File: src/verilog/ups_map.vh
// Overview of operation
// - bus idle beyond 3 ms sets suspend flag and pulses the usb interrupt
// - clearing the usb clock gate bit stops the usb clock
// - deep suspend lowers current; with low voltage reset option it requests reset
// - host resume sets resume flag and pulses the usb interrupt
// - resume flag clears first, suspend flag falls afterwards
// - end of resume drops suspend and pulses the usb interrupt again
// - remote wake pulse makes device drive wake signalling; host answers with resume
// - ps2 select one, usb select zero: d- is ps2 data, d+ ps2 clock
// - ps2 pin levels read in status bits 4,5; driven from bits 6,7
// - usb select alone lets the engine drive both usb lines
// - both interface select bits reset to zero
// - address register resets to zero; bit0 wake enable, bits 7..1 address, write-only
// - last accessed endpoint bit set in access register; bits 7..4 read zero
// - stall bit n halts endpoint n; usb bus reset clears it; bits 7..4 zero
// - auto address set: adopt address after good in read, then clear the bit
// - auto address clear: adopt address immediately on address register write
// - fifo0 error flag set by engine, cleared only by firmware, resets to zero
`ifndef UPS_MAP_VH
`define UPS_MAP_VH

// register offsets in the data memory space
`define UPS_OFS_STATUS_CONTROL 8'h1a
`define UPS_OFS_MODE 8'h1b
`define UPS_OFS_SYSCLK_CONTROL 8'h1c
`define UPS_OFS_ADDRESS_WAKE 8'h42
`define UPS_OFS_HALT 8'h43
`define UPS_OFS_LAST_ACCESSED 8'h44
`define UPS_OFS_SIGNAL_STATE 8'h45

// status/control field positions
`define UPS_SC_SUSPEND 0
`define UPS_SC_WAKE_PULSE 1
`define UPS_SC_RESUME 3
`define UPS_SC_DATA_IN 4
`define UPS_SC_CLOCK_IN 5
`define UPS_SC_DATA_OUT 6
`define UPS_SC_CLOCK_OUT 7

// mode, system clock control and signal state fields
`define UPS_MODE_PS2 4
`define UPS_MODE_USB 5
`define UPS_SYS_CLK_GATE 3
`define UPS_SYS_DEEP_SUSP 4
`define UPS_SIG_AUTO_ADDR 4
`define UPS_SIG_FIFO0_ERR 5

// reset values
`define UPS_RST_ADDRESS_WAKE 8'h00
`define UPS_RST_HALT 4'h0
`define UPS_RST_MODE 8'h00
`define UPS_RST_SYSCLK 8'h08
`define UPS_RST_PS2_OUT 2'h3

// timing
// sized to the timer width so the cycle products land on 20-bit parameters without truncation
// 40 mhz, 3000 us, 10000 us
`define UPS_CLK_MHZ 20'h28
`define UPS_IDLE_LIMIT_US 20'hbb8
`define UPS_WAKE_DRIVE_US 20'h2710
`define UPS_IDLE_CYCLES (`UPS_IDLE_LIMIT_US * `UPS_CLK_MHZ)
`define UPS_WAKE_CYCLES (`UPS_WAKE_DRIVE_US * `UPS_CLK_MHZ)
`define UPS_TIMER_W 20

`endif

File: src/verilog/ups_sync2.v
`timescale 1ns/1ps
module ups_sync2 #(
	parameter W = 2
) (
	// clock and reset
	input wire i_clk_sys,
	input wire i_resetn,
	// data
	input wire [W-1:0] i_async,
	output reg [W-1:0] o_sync
);
	reg [W-1:0] stage1;

	always @(posedge i_clk_sys) begin
		if (!i_resetn) begin
			stage1 <= {W{1'b0}};
			o_sync <= {W{1'b0}};
		end else begin
			stage1 <= i_async;
			o_sync <= stage1;
		end
	end
endmodule

File: src/verilog/ups_timer.v
`timescale 1ns/1ps
`include "ups_map.vh"
module ups_timer #(
	parameter [`UPS_TIMER_W-1:0] LIMIT = 20'd16
) (
	// clock and reset
	input wire i_clk_sys,
	input wire i_resetn,
	// control
	input wire i_restart,
	input wire i_run,
	// status
	output reg o_expired
);
	reg [`UPS_TIMER_W-1:0] count;

	// saturates at the limit so a long idle never wraps back to active
	always @(posedge i_clk_sys) begin
		if (!i_resetn || i_restart) begin
			count <= {`UPS_TIMER_W{1'b0}};
			o_expired <= 1'b0;
		end else if (i_run && !o_expired) begin
			count <= count + 1'b1;
			o_expired <= (count == LIMIT - 1'b1);
		end
	end
endmodule

File: src/verilog/ups_sie_control.v
`timescale 1ns/1ps
`include "ups_map.vh"
module ups_sie_control #(
	parameter [`UPS_TIMER_W-1:0] IDLE_CYCLES = `UPS_IDLE_CYCLES,
	parameter [`UPS_TIMER_W-1:0] WAKE_CYCLES = `UPS_WAKE_CYCLES
) (
	// clock and reset
	input wire i_clk_sys,
	input wire i_resetn,
	// register port of the processor data memory
	input wire [7:0] i_addr,
	input wire i_wr,
	input wire i_rd,
	input wire [7:0] i_wdata,
	output reg [7:0] o_rdata,
	// usb line pins, d+ and d-
	input wire i_dp,
	input wire i_dm,
	output reg o_dp,
	output reg o_dp_oe,
	output reg o_dm,
	output reg o_dm_oe,
	// serial engine line drive and events
	input wire i_sie_dp,
	input wire i_sie_dm,
	input wire i_sie_oe,
	input wire i_usb_bus_reset,
	input wire i_ep_access,
	input wire [1:0] i_ep_num,
	input wire i_in_read_done,
	input wire i_fifo0_error,
	// engine and system controls
	input wire i_low_voltage_reset_option,
	output reg o_usb_irq,
	output reg o_usb_clock_gate_on,
	output reg o_deep_suspend,
	output reg o_reset_request,
	output reg [6:0] o_device_address_field,
	output reg o_remote_wake_enable,
	output reg [3:0] o_ep_halt
);
	////////////////////////////////////////////////////////////////////////
	// registers and state
	reg [7:0] address_wake;
	reg [7:0] interface_mode_reg;
	reg [7:0] system_clock_control;
	reg [3:0] ep_last_accessed;
	reg auto_address;
	reg fifo_zero_error;
	reg suspend;
	reg resume;
	reg resume_ending;
	reg kbd_data_out;
	reg kbd_clock_out;
	reg wake_active;
	reg [2:0] wake_tail;
	wire [1:0] line_sync;
	wire dp_s;
	wire dm_s;
	wire idle_expired;
	wire wake_done;
	wire ps2_mode;
	wire usb_mode;
	wire line_idle_j;
	wire line_k;
	wire kbd_data_in;
	wire kbd_clock_in;
	wire wr_sc;
	wire wr_mode;
	wire wr_sys;
	wire wr_addr;
	wire wr_halt;
	wire wr_sig;
	wire wake_start;
	reg [7:0] next_rdata;

	function hit;
		input [7:0] addr;
		input [7:0] ofs;
		begin
			hit = (addr == ofs);
		end
	endfunction

	assign wr_sc = i_wr && hit(i_addr, `UPS_OFS_STATUS_CONTROL);
	assign wr_mode = i_wr && hit(i_addr, `UPS_OFS_MODE);
	assign wr_sys = i_wr && hit(i_addr, `UPS_OFS_SYSCLK_CONTROL);
	assign wr_addr = i_wr && hit(i_addr, `UPS_OFS_ADDRESS_WAKE);
	assign wr_halt = i_wr && hit(i_addr, `UPS_OFS_HALT);
	assign wr_sig = i_wr && hit(i_addr, `UPS_OFS_SIGNAL_STATE);

	////////////////////////////////////////////////////////////////////////
	// line sampling
	ups_sync2 #(
		.W(2)
	) u_line_sync (
		.i_clk_sys(i_clk_sys),
		.i_resetn(i_resetn),
		.i_async({i_dp, i_dm}),
		.o_sync(line_sync)
	);

	assign dp_s = line_sync[1];
	assign dm_s = line_sync[0];
	assign ps2_mode = interface_mode_reg[`UPS_MODE_PS2] && !interface_mode_reg[`UPS_MODE_USB];
	assign usb_mode = !interface_mode_reg[`UPS_MODE_PS2] && interface_mode_reg[`UPS_MODE_USB];
	// low speed idle is d- high, d+ low; resume and wake are the opposite
	assign line_idle_j = !dp_s && dm_s;
	assign line_k = dp_s && !dm_s;
	// pin reads zero while the output bit pulls the line low
	assign kbd_data_in = dm_s && kbd_data_out;
	assign kbd_clock_in = dp_s && kbd_clock_out;

	////////////////////////////////////////////////////////////////////////
	// idle and wake timers
	// our own wake drive stops the idle count, and the K it puts on the line restarts it
	ups_timer #(
		.LIMIT(IDLE_CYCLES)
	) u_idle_timer (
		.i_clk_sys(i_clk_sys),
		.i_resetn(i_resetn),
		.i_restart(!line_idle_j || !usb_mode),
		.i_run(!wake_active),
		.o_expired(idle_expired)
	);

	assign wake_start = wr_sc && i_wdata[`UPS_SC_WAKE_PULSE] && address_wake[0] && suspend && usb_mode;

	ups_timer #(
		.LIMIT(WAKE_CYCLES)
	) u_wake_timer (
		.i_clk_sys(i_clk_sys),
		.i_resetn(i_resetn),
		.i_restart(!wake_active),
		.i_run(wake_active),
		.o_expired(wake_done)
	);

	////////////////////////////////////////////////////////////////////////
	// suspend, resume and remote wake
	always @(posedge i_clk_sys) begin
		if (!i_resetn) begin
			suspend <= 1'b0;
			resume <= 1'b0;
			resume_ending <= 1'b0;
			wake_active <= 1'b0;
			wake_tail <= 3'h0;
			o_usb_irq <= 1'b0;
		end else begin
			o_usb_irq <= 1'b0;
			// our own wake drive still echoes through the synchroniser for a few cycles after release
			wake_tail <= {wake_tail[1:0], wake_active};
			if (wake_start) begin
				wake_active <= 1'b1;
			end else if (wake_done) begin
				wake_active <= 1'b0;
			end
			if (!suspend) begin
				if (idle_expired) begin
					suspend <= 1'b1;
					o_usb_irq <= 1'b1;
				end
			end else if (resume_ending) begin
				// suspend falls one cycle after resume has cleared
				resume_ending <= 1'b0;
				suspend <= 1'b0;
				o_usb_irq <= 1'b1;
			end else if (!resume) begin
				if (line_k && !wake_active && wake_tail == 3'h0 && usb_mode) begin
					resume <= 1'b1;
					o_usb_irq <= 1'b1;
				end
			end else if (!line_k) begin
				resume <= 1'b0;
				resume_ending <= 1'b1;
			end
		end
	end

	////////////////////////////////////////////////////////////////////////
	// firmware registers
	always @(posedge i_clk_sys) begin
		if (!i_resetn) begin
			interface_mode_reg <= `UPS_RST_MODE;
			system_clock_control <= `UPS_RST_SYSCLK;
			address_wake <= `UPS_RST_ADDRESS_WAKE;
			o_ep_halt <= `UPS_RST_HALT;
			{kbd_clock_out, kbd_data_out} <= `UPS_RST_PS2_OUT;
			auto_address <= 1'b0;
			fifo_zero_error <= 1'b0;
			ep_last_accessed <= 4'h0;
			o_device_address_field <= 7'h00;
			o_remote_wake_enable <= 1'b0;
		end else begin
			if (wr_mode) begin
				interface_mode_reg <= i_wdata;
			end
			if (wr_sys) begin
				system_clock_control <= i_wdata;
			end
			if (wr_sc) begin
				kbd_data_out <= i_wdata[`UPS_SC_DATA_OUT];
				kbd_clock_out <= i_wdata[`UPS_SC_CLOCK_OUT];
			end
			if (wr_addr) begin
				address_wake <= i_wdata;
				o_remote_wake_enable <= i_wdata[0];
			end
			if (i_usb_bus_reset) begin
				o_ep_halt <= 4'h0;
			end else if (wr_halt) begin
				o_ep_halt <= i_wdata[3:0];
			end
			if (i_ep_access) begin
				ep_last_accessed <= 4'h1 << i_ep_num;
			end
			// address adoption: immediate write, or deferred to a good in read
			if (wr_addr && !auto_address) begin
				o_device_address_field <= i_wdata[7:1];
			end else if (auto_address && i_in_read_done) begin
				o_device_address_field <= address_wake[7:1];
			end
			if (wr_sig) begin
				auto_address <= i_wdata[`UPS_SIG_AUTO_ADDR];
			end else if (auto_address && i_in_read_done) begin
				auto_address <= 1'b0;
			end
			// engine set wins over a firmware clear in the same cycle
			if (i_fifo0_error) begin
				fifo_zero_error <= 1'b1;
			end else if (wr_sig) begin
				fifo_zero_error <= i_wdata[`UPS_SIG_FIFO0_ERR];
			end
		end
	end

	////////////////////////////////////////////////////////////////////////
	// pins and system controls
	always @(posedge i_clk_sys) begin
		if (!i_resetn) begin
			o_dp <= 1'b0;
			o_dp_oe <= 1'b0;
			o_dm <= 1'b0;
			o_dm_oe <= 1'b0;
			o_usb_clock_gate_on <= 1'b1;
			o_deep_suspend <= 1'b0;
			o_reset_request <= 1'b0;
		end else begin
			o_usb_clock_gate_on <= system_clock_control[`UPS_SYS_CLK_GATE];
			o_deep_suspend <= system_clock_control[`UPS_SYS_DEEP_SUSP];
			// this pairing resets the chip; firmware is expected to avoid it
			o_reset_request <= system_clock_control[`UPS_SYS_DEEP_SUSP] && i_low_voltage_reset_option;
			if (ps2_mode) begin
				// open drain: drive low only, released otherwise
				o_dm <= 1'b0;
				o_dm_oe <= !kbd_data_out;
				o_dp <= 1'b0;
				o_dp_oe <= !kbd_clock_out;
			end else if (usb_mode && wake_active) begin
				o_dp <= 1'b1;
				o_dm <= 1'b0;
				o_dp_oe <= 1'b1;
				o_dm_oe <= 1'b1;
			end else if (usb_mode) begin
				o_dp <= i_sie_dp;
				o_dm <= i_sie_dm;
				o_dp_oe <= i_sie_oe;
				o_dm_oe <= i_sie_oe;
			end else begin
				o_dp <= 1'b0;
				o_dm <= 1'b0;
				o_dp_oe <= 1'b0;
				o_dm_oe <= 1'b0;
			end
		end
	end

	////////////////////////////////////////////////////////////////////////
	// read path; write-only registers and unmapped offsets read zero
	always @* begin
		next_rdata = 8'h00;
		case (i_addr)
			`UPS_OFS_STATUS_CONTROL: begin
				next_rdata[`UPS_SC_SUSPEND] = suspend;
				next_rdata[`UPS_SC_RESUME] = resume;
				next_rdata[`UPS_SC_DATA_IN] = kbd_data_in;
				next_rdata[`UPS_SC_CLOCK_IN] = kbd_clock_in;
				next_rdata[`UPS_SC_DATA_OUT] = kbd_data_out;
				next_rdata[`UPS_SC_CLOCK_OUT] = kbd_clock_out;
			end
			`UPS_OFS_MODE: begin
				next_rdata = interface_mode_reg;
			end
			`UPS_OFS_SYSCLK_CONTROL: begin
				next_rdata = system_clock_control;
			end
			`UPS_OFS_LAST_ACCESSED: begin
				next_rdata = {4'h0, ep_last_accessed};
			end
			`UPS_OFS_SIGNAL_STATE: begin
				next_rdata[`UPS_SIG_AUTO_ADDR] = auto_address;
				next_rdata[`UPS_SIG_FIFO0_ERR] = fifo_zero_error;
			end
			default: begin
				next_rdata = 8'h00;
			end
		endcase
	end

	always @(posedge i_clk_sys) begin
		if (!i_resetn) begin
			o_rdata <= 8'h00;
		end else if (i_rd) begin
			o_rdata <= next_rdata;
		end
	end
endmodule

File: config.mk
export PLATFORM = sky130hd
export DESIGN_NAME = ups_sie_control
export DESIGN_NICKNAME = d
export VERILOG_FILES = /design/src/verilog/ups_sync2.v /design/src/verilog/ups_timer.v /design/src/verilog/ups_sie_control.v
export VERILOG_INCLUDE_DIRS = /design/src /design/src/verilog
export SDC_FILE = /design/constraint.sdc
export NUM_CORES = 1
export LEC_CHECK = 0
export ABC_CLOCK_PERIOD_IN_PS = 2000
export BUFFER_PORTS_ARGS = -buffer_cell sky130_fd_sc_hd__buf_2
export CAP_MARGIN = 20
export CORE_MARGIN = 1.5
export CORE_UTILIZATION = 35
export DETAILED_ROUTE_END_ITERATION = 10
export SYNTH_ARGS = -nofsm -noshare
export SYNTH_HDL_FRONTEND = slang
export SYNTH_SLANG_ARGS = --single-unit
File: constraint.sdc
create_clock -name i_clk_sys -period 2 [get_ports i_clk_sys]
set_clock_uncertainty 0.2 [all_clocks]
set_input_delay 0.6 -clock i_clk_sys [delete_from_list [all_inputs] [get_ports i_clk_sys]]
set_output_delay 0.6 -clock i_clk_sys [all_outputs]
set_load 0.02 [all_outputs]
* After elaboration in Yosys (flattened, before gate mapping) *
Cells that the tools add are included.

word-level totals
  register bits after elaboration = 113
  input port bits = 32
  output and inout bits = 28
  word-level logic and storage cells = 127

cells by class
  add/sub/neg operators = 2
  equal/unequal tests = 9
  shifts and indexed selects = 1
  mux-type cells = 31
  bitwise logic cells = 3
  reductions and logical operators = 50

operators with widths
  cell                   number
  $add 20x1->20 const B  2
  $eq 8x7->1 const B     4
  $logic_and 1x1->1      25
  $eq 8x5->1 const B     3
  $mux 1                 24
  $eq 20x17->1 const B   1
  $eq 20x19->1 const B   1
  $mux 7                 2
  $logic_not 1->1        13
  $pmux 2 s3             2
  $pmux 1 s4             2
  $pmux 2 s4             1
  $reduce_bool 2->1      4
  $reduce_or 2->1        2
  $reduce_or 4->1        1
  $shl 1x2->4 const A    1
  $logic_not 3->1        1
  $logic_or 1x1->1       3
  $not 1->1              3
  $reduce_and 2->1       1

* Depth between registers and ports, before layout *
  depth after elaboration = 9
  gate-level depth with buffers = 6
  depth with buffers taken out = 5

* Cells and area by module *
A second synthesis with hierarchy kept.

unflattened totals
  cell total of the unflattened synthesis = 521
  area total of the unflattened synthesis = 4854.7 um2

by module, submodules not included
  module                     instances  cells an instance  area an instance (um2)  seq. area each (um2)
  ups_sie_control            1          294                2802.7                  1321.3
  ups_timer at u_idle_timer  1          113                978.4                   420.4
  ups_timer at u_wake_timer  1          106                968.4                   420.4
  ups_sync2                  1          8                  105.1                   80.1

* Least setup slack after synthesis *
No wires, ideal clock.

  path type = input to register
  start point = input port i_resetn
  end point = register u_idle_timer.count[0]
  setup time = 0.065 ns
  arrival = 1.759 ns
  data required time = 1.735 ns
  setup slack = -0.024 ns
  stages on the path = 6
  buffers on the path = 3
  cell sequence = clkbuf_1 -> nand3b_1 -> or2_1 -> clkbuf_1 -> clkbuf_1 -> nor2_1

between the ends
  word-level cells in the longest chain between the ends = 2

ends and longest elaborated chain
  element                 line                 RTL
  start: declaration      ups_sie_control.v:9  input wire i_resetn,
  $logic_not 1->1         --
  $logic_or 1x1->1        ups_timer.v:19       if (!i_resetn || i_restart) begin
  end signal: assignment  ups_timer.v:20       count <= {`UPS_TIMER_W{1'b0}};
  end signal: assignment  ups_timer.v:23       count <= count + 1'b1;
  end: declaration        ups_timer.v:15       reg [`UPS_TIMER_W-1:0] count;

No other way between the ends.
A chain may end at the register's enable or synchronous reset.

* Final worst setup path *
  start point = register wake_active
  end point = register u_idle_timer.count[11]

between the ends
  word-level cells in the longest chain between the ends = 2

ends and longest elaborated chain
  element                   line                   RTL
  start: declaration        ups_sie_control.v:55   reg wake_active;
  start signal: assignment  ups_sie_control.v:146  wake_active <= 1'b0;
  start signal: assignment  ups_sie_control.v:154  wake_active <= 1'b1;
  start signal: assignment  ups_sie_control.v:156  wake_active <= 1'b0;
  $logic_not 1->1           ups_sie_control.v:123  .i_run(!wake_active),
  $logic_and 1x1->1         ups_timer.v:22         end else if (i_run && !o_expired) begin

No other way between the ends.

==> impl_metrics.ini <==
[worst_setup_path]
worstPathArrival_ps = 2020
worst-path-max-fanout = 7
max_stage_delay_ps = 500
crit_slowest_cell = or4_1
start_kind = flop
r2r_setup_slack_ps = 70
cp_data_required_time_ps = 2090
path_delay_family = simple AND/OR/NAND/NOR gates
crit_type = flop to flop
end_kind = flop
r2r-start = wake_active
path_cells = or3b_1 > or2_4 > or4_1 > a21oi_1
r2r-end = u_idle_timer.count[11]
reg2regPathDepth = 4
cp_num_buf_inv = 0

[floorplan]
die_height_um = 122
ioPinCount = 60
dieArea_sq_um = 14800
rows = 43
coreArea_sq_um = 13800
die_w_um = 122
initial_utilization_pct = 35.6

[synth]
synth_cell_types = 56
synth_top_area_share_pct = 45.5
synthMuxAreaShare_pct = 8.21
synth_top_family_by_area = simple AND/OR/NAND/NOR gates
synth_common_cells = 112 x dfxtp_1, 71 x nor2_1, 38 x nand2_1
synth_edf_count = 0
synth-simple-area-share_pct = 27.0
yosys.area.top_type = dfxtp_1
synth_area_sq_um = 4920
synth_warnings = 0
seq_area_frac_synth_pct = 45.5
synth_compound_area_share_pct = 12.8
synth.area.top_cells = dfxtp_1 46%, mux2i_1 7.5%, nor2_1 5.4%, a21oi_1 3.3%, nand2_1 2.9%
synthFlopType = dfxtp_1
postSynthRegisterBits = 112
synthXorXnorAreaFrac_pct = 3.38
postSynthAreaPerCell_sq_um = 9.00
synthAdderAreaFrac_pct = 0.508
syn_inst = 547
syn_nets = 581
async_flop_share_pct = 0
yosysMostFrequentCell = dfxtp_1

[global_routing]
overflow = 0
grt_usage_pct = 17.9
grt_pass1_vias = 4190
grt_pass1_wl_mm = 20.9
grt_antenna_before_repair = 0
grt_max_degree = 40

[sta]
finalHoldViolCount = 0
drv_slew = 0
fin_crit_ps = 1930
setup_viol = 0
fmax_mhz = 518
finalCritPeriodShare_pct = 96.5
worst_pin_slew_ps = 377
hold_slack_ps = 243
slew_headroom_pct = 74.7

[placed_design]
hpwl_mm = 9.35
io_buffers = 59
gp_congestion = 0.854
dp.cells = 813

[power_and_ir_drop]
p_leak_nw = 2.39
share_comb_of_total_power_pct = 4.1
p_sw_share_pct = 22.2
peakVddDrop_uv = 394
switchingPower_mw = 0.977
p_per_area_nw_per_um2 = 723
p_int_mw = 3.43
p_clk_share_pct = 45.0
p_seq_share_pct = 50.9

[routing]
drtAntennaViolNets = 0
wl_per_cell_um = 15.0
routed_wl_mm = 12.4
via_count = 4300
remaining_drc_errors = 0
drt-vias-per-instance = 5.19
drt_iter0_drc = 269
firstDrtPassIters = 5

[hold_path]
hold_end = o_rdata[6]
hold_path_class = flop to flop
min_path_cells = 2
hp-start = o_rdata[6]

[clock_tree]
clk_pin_slew_ps = 80
cts_buffers = 9
cts.sinks = 112
cts_hold_buf = 0
cts_root_buffer = clkbuf_16
cts_tree = built
cts_max_path_buffers = 2
clk_latency_ps = 360
cts_max_level = 3

[status]
status = finished clean

[layout]
drive_gt1_share_pct = 20.3
area_delta_synth_final_pct = 23.9
layout.nets = 678
fillers = 1345
num_antenna_cells = 0
fin_cells = 829
top_regs = u_idle_timer.count (20), u_wake_timer.count (20)

[flow_run]
max_cap_violations = 0
[worst max path at each step]
stage,start,end,cells past startpoint
after detailed placement,i_addr[0],o_rdata[1],6
after global placement,i_addr[3],o_ep_halt[1],5
after CTS,wake_active,u_idle_timer.count[11],4
after floorplan,i_addr[5],o_ep_halt[0],6
after global routing,wake_active,u_idle_timer.count[13],4
final,wake_active,u_idle_timer.count[11],4
[cell families (layout without fill, tap and decap cells)]
group                    count (synthesis)  count (layout)
AO/OA/AOI/OAI                           96              96
XOR/XNOR                                19              19
adder cells (fa/ha/maj)                  2               2
buffers and inverters                   33             135
flip-flops                             112             112
multiplexers                            40              40
AND/OR/NAND/NOR                        245             245
[repair_timing]
| action | 4_1_cts | 5_1_grt |
|---|---|---|
| gates resized for setup | 0 | 2 |
| setup endpoints to repair | 0 | 8 |
| setup buffers | 0 | 0 |
[stage by stage]
stage	cell area [sq um]	util [%]	TNS [ps]	power, mW	setup slack [ps]
floorplan	4930	-	0	2.36	10.5
global placement	5770	41.7	-1830	2.47	-131
detailed placement	5770	41.7	-2820	2.47	-151
CTS	6100	44.1	0	4.46	13.6
global route	6100	44.1	-14.1	4.58	-10.1
finish	6100	44.1	0	4.41	69.2
[metal layers]
| metal | GRT usage [%] | part of all wire (%) |
|---|---|---|
| met1 | 24.3 | 48 |
| met4 | 5.37 | 1.3 |
| met3 | 4.87 | 5.0 |
| met5 | 0 | 0 |
| met2 | 28.0 | 46 |
[layout by cell type (no fill, tap or decap), types with 10 or more instances in the layout]
cell type / n
nand2b_1: 12
nand4_1: 11
xor2_1: 11
buf_4: 49
mux2i_1: 37
a21oi_1: 32
buf_2: 59
nand3_1: 19
dfxtp_1: 112
or4_1: 10
nor2_1: 71
nand2_1: 38
[worst reg2reg max path: stages, from the launching register on]
cell and delay [ps]:
dfxtp_1 310, or3b_1 400, or2_4 300, or4_1 500
a21oi_1 160
[cell type report]
| cell class | instances | area (sq um) | share of cell area (%) |
|---|---|---|---|
| inverters | 9 | 33.8 | 0.554 |
| clock inverters | 7 | 103 | 1.68 |
| clock buffers | 9 | 225 | 3.69 |
| repair buffers | 110 | 703 | 11.5 |
| flip-flops and latches | 112 | 2240 | 36.8 |
| well taps | 180 | 225 | 3.69 |
| multi-input cells | 402 | 2570 | 42.1 |
[power groups by stage]
| stage | clock network (mW) | registers (mW) | logic [mW] |
|---|---|---|---|
| after floorplan | 0 | 2.29 | 0.0711 |
| after global placement | 0 | 2.30 | 0.177 |
| after detailed placement | 0 | 2.30 | 0.179 |
| after CTS | 2.04 | 2.24 | 0.180 |
| after global routing | 2.14 | 2.24 | 0.196 |
| final | 1.99 | 2.24 | 0.181 |
(Power assumes the default switching activity.)
